File: src/hdl/acr_pkg.sv
package acr_pkg;

  // Pin order inside the synchroniser bundle
  localparam int PIN_W = 3;
  localparam int PIN_CNV = 0;
  localparam int PIN_SDI = 1;
  localparam int PIN_SCK = 2;

  // Conversion timing: longest conversion time, rounded down to cycles
  localparam int CLK_PERIOD_NS = 10;
  localparam int CONV_TIME_NS = 300;
  localparam int CONV_CYCLES = (CONV_TIME_NS / CLK_PERIOD_NS < 1) ? 1 : CONV_TIME_NS / CLK_PERIOD_NS;
  localparam logic [7:0] CONV_LAST = 8'(CONV_CYCLES - 1);

  // Readout word layout
  localparam int RESULT_BITS = 20;
  localparam int STATUS_BITS = 6;
  localparam int WORD_BITS = 27;
  localparam logic [4:0] LEN_DATA = 5'h14;
  localparam logic [4:0] LEN_STAT = 5'h1a;

  // Register map (byte addresses)
  localparam int ADDR_W = 8;
  localparam logic [7:0] REG_CFG = 8'h00;
  localparam logic [7:0] REG_STATUS = 8'h04;
  localparam logic [7:0] REG_RESULT = 8'h08;

  // Configuration fields
  localparam int CFG_W = 4;
  localparam int CFG_TURBO = 0;
  localparam int CFG_STAT_EN = 1;
  localparam int CFG_SPAN = 2;
  localparam int CFG_HIGHZ = 3;
  localparam logic [3:0] CFG_RST = 4'h0;

  // Status register fields
  localparam int STS_CONV = 0;
  localparam int STS_RD_LO = 1;
  localparam int STS_TURBO_CAP = 3;
  localparam int STS_OE = 4;

  localparam logic [1:0] RESP_OKAY = 2'h0;
  localparam logic [1:0] RESP_SLVERR = 2'h2;

  typedef enum logic [1:0] {
    RD_IDLE = 2'b00,
    RD_ARMED = 2'b01,
    RD_SHIFT = 2'b10
  } acr_rd_e;

endpackage : acr_pkg

File: src/hdl/acr_sync_if.sv
`timescale 1ns/1ns
interface acr_sync_if;
  import acr_pkg::*;
  logic [PIN_W-1:0] raw;
  logic [PIN_W-1:0] lvl;
  logic [PIN_W-1:0] rise;
  logic [PIN_W-1:0] fall;
  modport sync (input raw, output lvl, output rise, output fall);
  modport user (output raw, input lvl, input rise, input fall);
endinterface : acr_sync_if

File: src/hdl/acr_pin_sync.sv
`timescale 1ns/1ns
module acr_pin_sync
  import acr_pkg::*;
(
  input wire logic clk,
  input wire logic srst,
  acr_sync_if.sync port
);
  typedef struct packed {
    logic [PIN_W-1:0] m1;
    logic [PIN_W-1:0] m2;
    logic [PIN_W-1:0] m3;
  } acr_sync_s;

  acr_sync_s st_r;
  acr_sync_s st_nxt;

  // First stage feeds only the second; edges look at stages two and three
  always_comb begin
    st_nxt = st_r;
    st_nxt.m1 = port.raw;
    st_nxt.m2 = st_r.m1;
    st_nxt.m3 = st_r.m2;
  end

  always_ff @(posedge clk) begin
    if (srst) begin
      st_r <= '0;
    end else begin
      st_r <= st_nxt;
    end
  end

  assign port.lvl = st_r.m2;
  assign port.rise = st_r.m2 & ~st_r.m3;
  assign port.fall = ~st_r.m2 & st_r.m3;
endmodule : acr_pin_sync

File: src/hdl/acr_readout.sv
// How it works
// [RULE_01] Host keeps turbo cleared for non-turbo modes; turbo resets to zero.
// [RULE_02] Host holds the serial input high during 3-wire conversions.
// [RULE_03] Conversion-start rising edge begins a conversion and releases the output.
// [RULE_04] A 3-wire non-busy conversion completes whatever conversion-start does later.
// [RULE_05] Host returns conversion-start high in time to avoid busy indication.
// [RULE_06] Host keeps SCK quiet during conversion.
// [RULE_07] Conversion-start fall presents MSB; SCK falling edges shift the rest.
// [RULE_08] Output releases after edge 20, or after edge 26 with status.
// [RULE_09] 3-wire non-busy and turbo release at last edge or conversion-start rise.
// [RULE_10] Busy mode keeps the output released until conversion completes.
// [RULE_11] Host holds conversion-start low through conversion for busy indication.
// [RULE_12] Busy mode drives output low at completion, then shifts MSB first.
// [RULE_13] Result fills the first twenty falling edges, then optional status.
// [RULE_14] Busy mode releases after one extra edge or conversion-start rise.
// [RULE_15] Host keeps shared-output contention short; output survives it.
// [RULE_16] Turbo mode shifts out the previous conversion's result.
// [RULE_17] Host holds conversion-start high in 4-wire modes, serial input high at start.
// [RULE_18] Host waits first quiet interval before selecting in turbo mode.
// [RULE_19] 4-wire serial input fall presents MSB; SCK falling edges shift the rest.
// [RULE_20] Host leaves second quiet interval before next conversion start.
// [RULE_21] Host may borrow serial input early, but raises it in time.
// [RULE_22] 4-wire non-busy releases at last edge or serial input rise.
// [RULE_23] Status order: clamp flag, span, high-impedance, turbo, two reserved zeros.
// [RULE_24] Readout behaviour chosen from turbo setting and pins at conversion start; pins unused then, busy set by conversion-start level at completion.
// [RULE_25] Count falling edges; release once the final bit is passed.
//
// The implementer's own choices: the address map and the AXI4-Lite slave port.
`timescale 1ns/1ns
module acr_readout
  import acr_pkg::*;
(
  input wire logic clk,
  input wire logic srst,
  input wire logic conversion_start,
  input wire logic serial_input_line,
  input wire logic sck,
  output logic serial_output_line_o,
  output logic serial_output_line_oe,
  input wire logic [RESULT_BITS-1:0] sample_in,
  input wire logic overvoltage_clamp_flag,
  input wire logic [ADDR_W-1:0] s_axi_awaddr,
  input wire logic s_axi_awvalid,
  output logic s_axi_awready,
  input wire logic [31:0] s_axi_wdata,
  input wire logic [3:0] s_axi_wstrb,
  input wire logic s_axi_wvalid,
  output logic s_axi_wready,
  output logic [1:0] s_axi_bresp,
  output logic s_axi_bvalid,
  input wire logic s_axi_bready,
  input wire logic [ADDR_W-1:0] s_axi_araddr,
  input wire logic s_axi_arvalid,
  output logic s_axi_arready,
  output logic [31:0] s_axi_rdata,
  output logic [1:0] s_axi_rresp,
  output logic s_axi_rvalid,
  input wire logic s_axi_rready
);
  typedef struct packed {
    logic [CFG_W-1:0] cfg;
    logic conv_busy;
    logic [7:0] conv_cnt;
    logic turbo_cap;
    logic [RESULT_BITS-1:0] result;
    logic [RESULT_BITS-1:0] prev;
    acr_rd_e rd;
    logic rel_sdi;
    logic [WORD_BITS-1:0] shreg;
    logic [4:0] bit_cnt;
    logic [4:0] limit;
    logic oe;
    logic aw_got;
    logic [ADDR_W-1:0] aw_addr;
    logic w_got;
    logic [CFG_W-1:0] w_data;
    logic w_strb0;
    logic bvalid;
    logic [1:0] bresp;
    logic rvalid;
    logic [31:0] rdata;
    logic [1:0] rresp;
  } acr_state_s;

  acr_state_s st_r;
  acr_state_s st_nxt;

  acr_sync_if pins ();

  assign pins.raw[PIN_CNV] = conversion_start;
  assign pins.raw[PIN_SDI] = serial_input_line;
  assign pins.raw[PIN_SCK] = sck;

  acr_pin_sync u_sync (
    .clk(clk),
    .srst(srst),
    .port(pins.sync)
  );

  logic cnv_lvl;
  logic cnv_rise;
  logic cnv_fall;
  logic sdi_rise;
  logic sdi_fall;
  logic sck_fall;
  logic conv_done;
  logic rd_load;
  logic [STATUS_BITS-1:0] stat_bits;

  assign cnv_lvl = pins.lvl[PIN_CNV];
  assign cnv_rise = pins.rise[PIN_CNV];
  assign cnv_fall = pins.fall[PIN_CNV];
  assign sdi_rise = pins.rise[PIN_SDI];
  assign sdi_fall = pins.fall[PIN_SDI];
  assign sck_fall = pins.fall[PIN_SCK];

  // Busy framing puts a leading zero ahead of the MSB and stretches by one edge
  function automatic logic [WORD_BITS-1:0] pack_word(input logic [RESULT_BITS-1:0] d,
                                                     input logic [STATUS_BITS-1:0] s,
                                                     input logic busy);
    return busy ? {1'b0, d, s} : {d, s, 1'b0};
  endfunction : pack_word

  function automatic logic [4:0] word_len(input logic stat_en, input logic busy);
    logic [4:0] len;
    len = stat_en ? LEN_STAT : LEN_DATA;
    return busy ? len + 5'h01 : len;
  endfunction : word_len

  always_comb begin
    st_nxt = st_r;
    rd_load = 1'b0;
    stat_bits = {overvoltage_clamp_flag, st_r.cfg[CFG_SPAN], st_r.cfg[CFG_HIGHZ],
                 st_r.cfg[CFG_TURBO], 2'b00}; // RULE_23
    conv_done = st_r.conv_busy && (st_r.conv_cnt == CONV_LAST);

    // Conversion timer ignores both pins once running
    if (st_r.conv_busy) begin
      st_nxt.conv_cnt = st_r.conv_cnt + 8'h01; // RULE_04
    end
    if (conv_done) begin
      st_nxt.conv_busy = 1'b0;
      st_nxt.result = sample_in;
    end

    unique case (st_r.rd)
      RD_IDLE: begin
        if (conv_done && !st_r.turbo_cap) begin
          if (!cnv_lvl) begin
            // Busy indication: drive low now, MSB after the next falling edge
            st_nxt.shreg = pack_word(sample_in, stat_bits, 1'b1); // RULE_12
            st_nxt.limit = word_len(st_r.cfg[CFG_STAT_EN], 1'b1); // RULE_14
            st_nxt.bit_cnt = 5'h00;
            st_nxt.rel_sdi = 1'b0;
            st_nxt.rd = RD_SHIFT;
            rd_load = 1'b1;
          end else begin
            st_nxt.rd = RD_ARMED; // RULE_24
          end
        end
      end
      RD_ARMED: begin
        if (st_r.turbo_cap) begin
          if (sdi_fall) begin
            st_nxt.shreg = pack_word(st_r.prev, stat_bits, 1'b0); // RULE_16
            st_nxt.rel_sdi = 1'b0;
            st_nxt.rd = RD_SHIFT;
            rd_load = 1'b1;
          end
        end else if (cnv_fall || sdi_fall) begin
          st_nxt.shreg = pack_word(st_r.result, stat_bits, 1'b0); // RULE_07 RULE_19
          st_nxt.rel_sdi = !cnv_fall; // RULE_22
          st_nxt.rd = RD_SHIFT;
          rd_load = 1'b1;
        end
        if (rd_load) begin
          st_nxt.limit = word_len(st_r.cfg[CFG_STAT_EN], 1'b0); // RULE_08 RULE_13
          st_nxt.bit_cnt = 5'h00;
        end
      end
      RD_SHIFT: begin
        if (sck_fall) begin
          st_nxt.shreg = {st_r.shreg[WORD_BITS-2:0], 1'b0};
          st_nxt.bit_cnt = st_r.bit_cnt + 5'h01; // RULE_25
          if (st_r.bit_cnt + 5'h01 == st_r.limit) begin
            st_nxt.rd = RD_IDLE; // RULE_08 RULE_09
          end
        end
        if (sdi_rise && st_r.rel_sdi) begin
          st_nxt.rd = RD_IDLE; // RULE_22
        end
      end
      default: st_nxt.rd = RD_IDLE;
    endcase

    // A new conversion-start edge outranks any readout in progress
    if (cnv_rise) begin
      st_nxt.rd = RD_IDLE; // RULE_03 RULE_09 RULE_14
      if (!st_r.conv_busy) begin
        st_nxt.conv_busy = 1'b1; // RULE_03
        st_nxt.conv_cnt = 8'h00;
        st_nxt.turbo_cap = st_r.cfg[CFG_TURBO]; // RULE_24
        if (st_r.cfg[CFG_TURBO]) begin
          st_nxt.prev = conv_done ? sample_in : st_r.result; // RULE_16
          st_nxt.rd = RD_ARMED;
        end
      end
    end
    st_nxt.oe = (st_nxt.rd == RD_SHIFT); // RULE_10

    // Register bus: address and data taken independently, answered together
    if (st_r.bvalid && s_axi_bready) begin
      st_nxt.bvalid = 1'b0;
    end
    if (s_axi_awvalid && s_axi_awready) begin
      st_nxt.aw_got = 1'b1;
      st_nxt.aw_addr = s_axi_awaddr;
    end
    if (s_axi_wvalid && s_axi_wready) begin
      st_nxt.w_got = 1'b1;
      st_nxt.w_data = s_axi_wdata[CFG_W-1:0];
      st_nxt.w_strb0 = s_axi_wstrb[0];
    end
    if (st_r.aw_got && st_r.w_got && !st_r.bvalid) begin
      st_nxt.aw_got = 1'b0;
      st_nxt.w_got = 1'b0;
      st_nxt.bvalid = 1'b1;
      st_nxt.bresp = RESP_OKAY;
      if (st_r.aw_addr == REG_CFG) begin
        if (st_r.w_strb0) begin
          st_nxt.cfg = st_r.w_data; // RULE_01
        end
      end else if (st_r.aw_addr != REG_STATUS && st_r.aw_addr != REG_RESULT) begin
        st_nxt.bresp = RESP_SLVERR;
      end
    end

    if (st_r.rvalid && s_axi_rready) begin
      st_nxt.rvalid = 1'b0;
    end
    if (s_axi_arvalid && s_axi_arready) begin
      st_nxt.rvalid = 1'b1;
      st_nxt.rresp = RESP_OKAY;
      st_nxt.rdata = 32'h0000_0000;
      if (s_axi_araddr == REG_CFG) begin
        st_nxt.rdata[CFG_W-1:0] = st_r.cfg;
      end else if (s_axi_araddr == REG_STATUS) begin
        st_nxt.rdata[STS_CONV] = st_r.conv_busy;
        st_nxt.rdata[STS_RD_LO +: 2] = st_r.rd;
        st_nxt.rdata[STS_TURBO_CAP] = st_r.turbo_cap;
        st_nxt.rdata[STS_OE] = st_r.oe;
      end else if (s_axi_araddr == REG_RESULT) begin
        st_nxt.rdata[RESULT_BITS-1:0] = st_r.result;
      end else begin
        st_nxt.rresp = RESP_SLVERR;
      end
    end
  end

  always_ff @(posedge clk) begin
    if (srst) begin
      st_r <= '0;
      st_r.cfg <= CFG_RST; // RULE_01
    end else begin
      st_r <= st_nxt;
    end
  end

  assign serial_output_line_o = st_r.shreg[WORD_BITS-1];
  assign serial_output_line_oe = st_r.oe;
  assign s_axi_awready = !st_r.aw_got && !st_r.bvalid;
  assign s_axi_wready = !st_r.w_got && !st_r.bvalid;
  assign s_axi_bvalid = st_r.bvalid;
  assign s_axi_bresp = st_r.bresp;
  assign s_axi_arready = !st_r.rvalid;
  assign s_axi_rvalid = st_r.rvalid;
  assign s_axi_rdata = st_r.rdata;
  assign s_axi_rresp = st_r.rresp;
endmodule : acr_readout

File: config.mk
export PLATFORM = sky130hd
export DESIGN_NAME = acr_readout
export DESIGN_NICKNAME = d
export VERILOG_FILES = /design/src/hdl/acr_pkg.sv /design/src/hdl/acr_sync_if.sv /design/src/hdl/acr_pin_sync.sv /design/src/hdl/acr_readout.sv
export SDC_FILE = /design/constraint.sdc
export NUM_CORES = 1
export LEC_CHECK = 0
export BUFFER_PORTS_ARGS = -buffer_cell sky130_fd_sc_hd__buf_2
export CORE_UTILIZATION = 25
export DETAILED_ROUTE_END_ITERATION = 6
export GPL_TIMING_DRIVEN = 0
export PLACE_DENSITY = 0.48
export SYNTH_ARGS = -nofsm -noshare
export SYNTH_HDL_FRONTEND = slang
export SYNTH_SLANG_ARGS = --single-unit
File: constraint.sdc
create_clock -name clk -period 2.7 [get_ports clk]
set_input_delay 0.675 -clock clk [delete_from_list [all_inputs] [get_ports clk]]
set_output_delay 0.675 -clock clk [all_outputs]
set_load 0.02 [all_outputs]
==> results by group <==
Clocking
  • Clock-pin slew on the worst setup and hold paths: 0.06 ns
  • CTS root buf: clkbuf_16
  • Clk_lat worst skew: 0.42 ns
  • Num CTS Buffers: 17
  • CTS Sinks: 141
  • CTS tree: yes
  • H-tree Lvls: 4
  • Post-CTS Hold Fix Bufs: 0
  • CTS Buffer Depth: 2

Worst setup path
  • Setup crit end kind: flip-flop
  • Critical Path Fanout Max: 10
  • CP required: a little over 3 ns
  • CP Launch Point: st_r[93]
  • CP arrival: between 2 and 3 ns
  • WS Path Type: reg2reg
  • Internal reg-to-reg setup slack: ~0.12 ns
  • RR Startpoint: st_r[93]
  • Worst setup SP type: flip-flop

Power and ir drop
  • Leakage: 0.00287 µW
  • Power Total: approximately 4700 µW
  • Power Dens Cells: 597 mW/mm²
  • Worst-case vdd ir drop: 0.365 mV

Finish
  • NumNets Final: 952
  • Most frequent cells in the layout: nor2_1 (147), dfxtp_1 (141), a21oi_1 (85), buf_2 (80), nand2_1 (45)
  • Fillers: around 2700
  • Layout cells sized above 1: 21.2%
  • Commonest non-fill, non-tap cell in the layout: nor2_1
  • Antenna cell count: 0
  • Area of the multi-input gates: approximately 0.0031 mm²
  • P&R area growth vs syn: 22.3%
  • Final Util: between 30% and 40%
  • Register Area: 0.00282 mm²

Detailed routing
  • Vias per cell: approximately 4.6
  • Via count of the routed design: ~5500
  • Initial DRT Pass Iterations: 5
  • DRC violations left: 0
  • WL/cell: 15.4 µm
  • Initial DRC Count: 422
  • Final wirelength: roughly 19000 µm
  • Routed Antenna Nets: 0

Timing
  • Peak Freq: 387 MHz
  • Clock Skews: between 0.009 and 0.01 ns
  • Crit share post-route: 95.6%
  • RSZ-0062 raised after global routing: false
  • TNS Setup: 0 ns
  • Fin crit period: approximately 2.6 ns
  • Final Setup Violations: 0
  • Final hold violation count: 0
  • Max_slew headroom: 22.5%
  • Final Max Slew Viols: 0
  • Worst-margin pin slew: roughly 1.2 ns

Yosys
  • Main combinational cell family by area after synthesis: compound AO/OA/AOI/OAI gates
  • Synth Area in Compound Gates: 21.0%
  • Adder-Cell Fraction of Synth Area: about 1.6%
  • Mux cell area share after synthesis: 5.78%
  • Post-synthesis sequential area ratio: 43.9%
  • Most used DFF post-synth: dfxtp_1
  • EDFF count, synth: 0
  • Asr flop ratio synth: 0%
  • Yosys cell types: 47
  • #FFs+latches synth: ~140
  • Syn. warnings: 0
  • Synthesized instance count: 751
  • Post-synthesis cell area: 0.00643 mm²
  • Syn Area/Cell: 8.56 µm²
  • Simple-gate share of the synthesized area: 18.2%
  • XOR/XNOR share of the synthesized area: 1.23%

Floorplan
  • DIE WIDTH: around 160 µm
  • Die Y-Extent: 162 µm
  • Die footprint: approximately 0.026 mm²
  • Ports: 126
  • Core Footprint: 0.0252 mm²
  • Row cnt: 58
  • Initial core utilization: 25.5%

Placement
  • HPWL Detailed: approximately 14000 µm
  • PortBufs: 78
  • GP Congestion: 0.798

Worst hold path
  • Hold path startpoint: s_axi_rready
  • Hold Path Class: in2reg

GRT
  • Gr ovfl total: 0
  • Total GRT Usage: 14.4%
  • Vias in the first global route: 5126
  • Pin count of the biggest net entering global routing: 17
  • Antenna violations before repair: 0
  • First-pass GRT wire length: 28700 µm

Run
  • Max_cap viols: 0

Outcome
  • Result of the run: finished, final reports clean
## registers in the layout, summed over array words and instances, names as in the netlist
register               count
u_sync.st_r                3
st_r                     106
u_sync.port.lvl            3
u_sync.st_nxt              3
s_axi_rdata               20
serial_output_line_oe      1
s_axi_rresp                1
s_axi_bresp                1
serial_output_line_o       1
s_axi_bvalid               1
s_axi_rvalid               1
## cells by family after synthesis
kind of cell	Yosys count
simple gates	262
compound gates	193
flops	141
buf+inv	100
mux	37
xor+xnor	9
fa+ha+maj	8
other cells	1
## critical path, cell delays in order, from the launching register on
cell and delay (ns):
dfxtp_1 0.43, inv_1 0.13, ha_1 0.44, and2_1 0.16
buf_1 0.38, clkbuf_1 0.56, a22oi_1 0.20, a211oi_2 0.21
## layer usage
layer,wire [µm],share of wire (%),global-route usage [%],up-vias
met1,9130,49,19.6,2543
met5,0,0,0,-
li1,-,-,-,2796
met2,8220,44,22.2,141
met3,924,5.0,3.36,22
met4,232,1.3,4.55,0
## per-stage QoR
| step | setup WS [ns] | cells | hold slack [ns] | cell area (µm²) |
|---|---|---|---|---|
| 6_report | 0.118 | 1204 | 0.435 | 7860 |
| 5_1_grt | 0.0254 | 1204 | 0.425 | 7860 |
| 4_1_cts | 0.0213 | 1204 | 0.417 | 7860 |
| 3_5_place_dp | -0.270 | 1172 | 0.430 | 7280 |
| 3_3_place_gp | -0.285 | 1172 | 0.426 | 7280 |
| 2_1_floorplan | 0.548 | 764 | 0.414 | 6480 |
## final timing paths
kind / to / cells past startpoint
min: s_axi_rvalid / 2
max reg2reg: st_r[75] / 7
max: st_r[75] / 7
min reg2reg: u_sync.port.lvl[2] / 1
## power by group
part / internal [µW] / switching, µW / total (µW)
combinational: 97.2 / 173 / 270
sequential: 2110 / 20.6 / 2130
clock: 1380 / 908 / 2290
## cell usage after synthesis, types with 5 or more instances
cell type,number,share of area [%]
nand2b_1,8,0.78
nand2_1,45,2.6
clkbuf_1,43,2.5
nand4_1,5,0.49
xnor2_1,5,0.68
a22oi_1,37,4.3
a211oi_2,20,3.9
nand3_1,9,0.70
a21oi_1,85,6.6
inv_1,11,0.64
o21ai_0,9,0.70
a211oi_1,25,2.9
nor3_1,11,0.86
buf_4,41,4.8
ha_1,8,1.6
mux2i_1,36,5.6
nor2_1,148,8.6
nor2b_1,11,1.1
dfxtp_1,141,44
nor4_1,5,0.49
## repair_timing
action                                  CTS  global route
buffers inserted                          0             0
endpoints found under the setup margin   10            20
gates resized for setup                   1             7
endpoints found under the hold margin     0             0
## layout make-up
class,instances,area share (%)
Clock inverter,10,1.46
Clock buffer,22,5.78
Tap cell,330,5.25
Buffer,89,6.38
Timing Repair Buffer,78,4.96
Multi-Input combinational cell,523,39.7
Sequential cell,141,35.9
Inverter,11,0.525
Power figures use the tool's default switching activity.
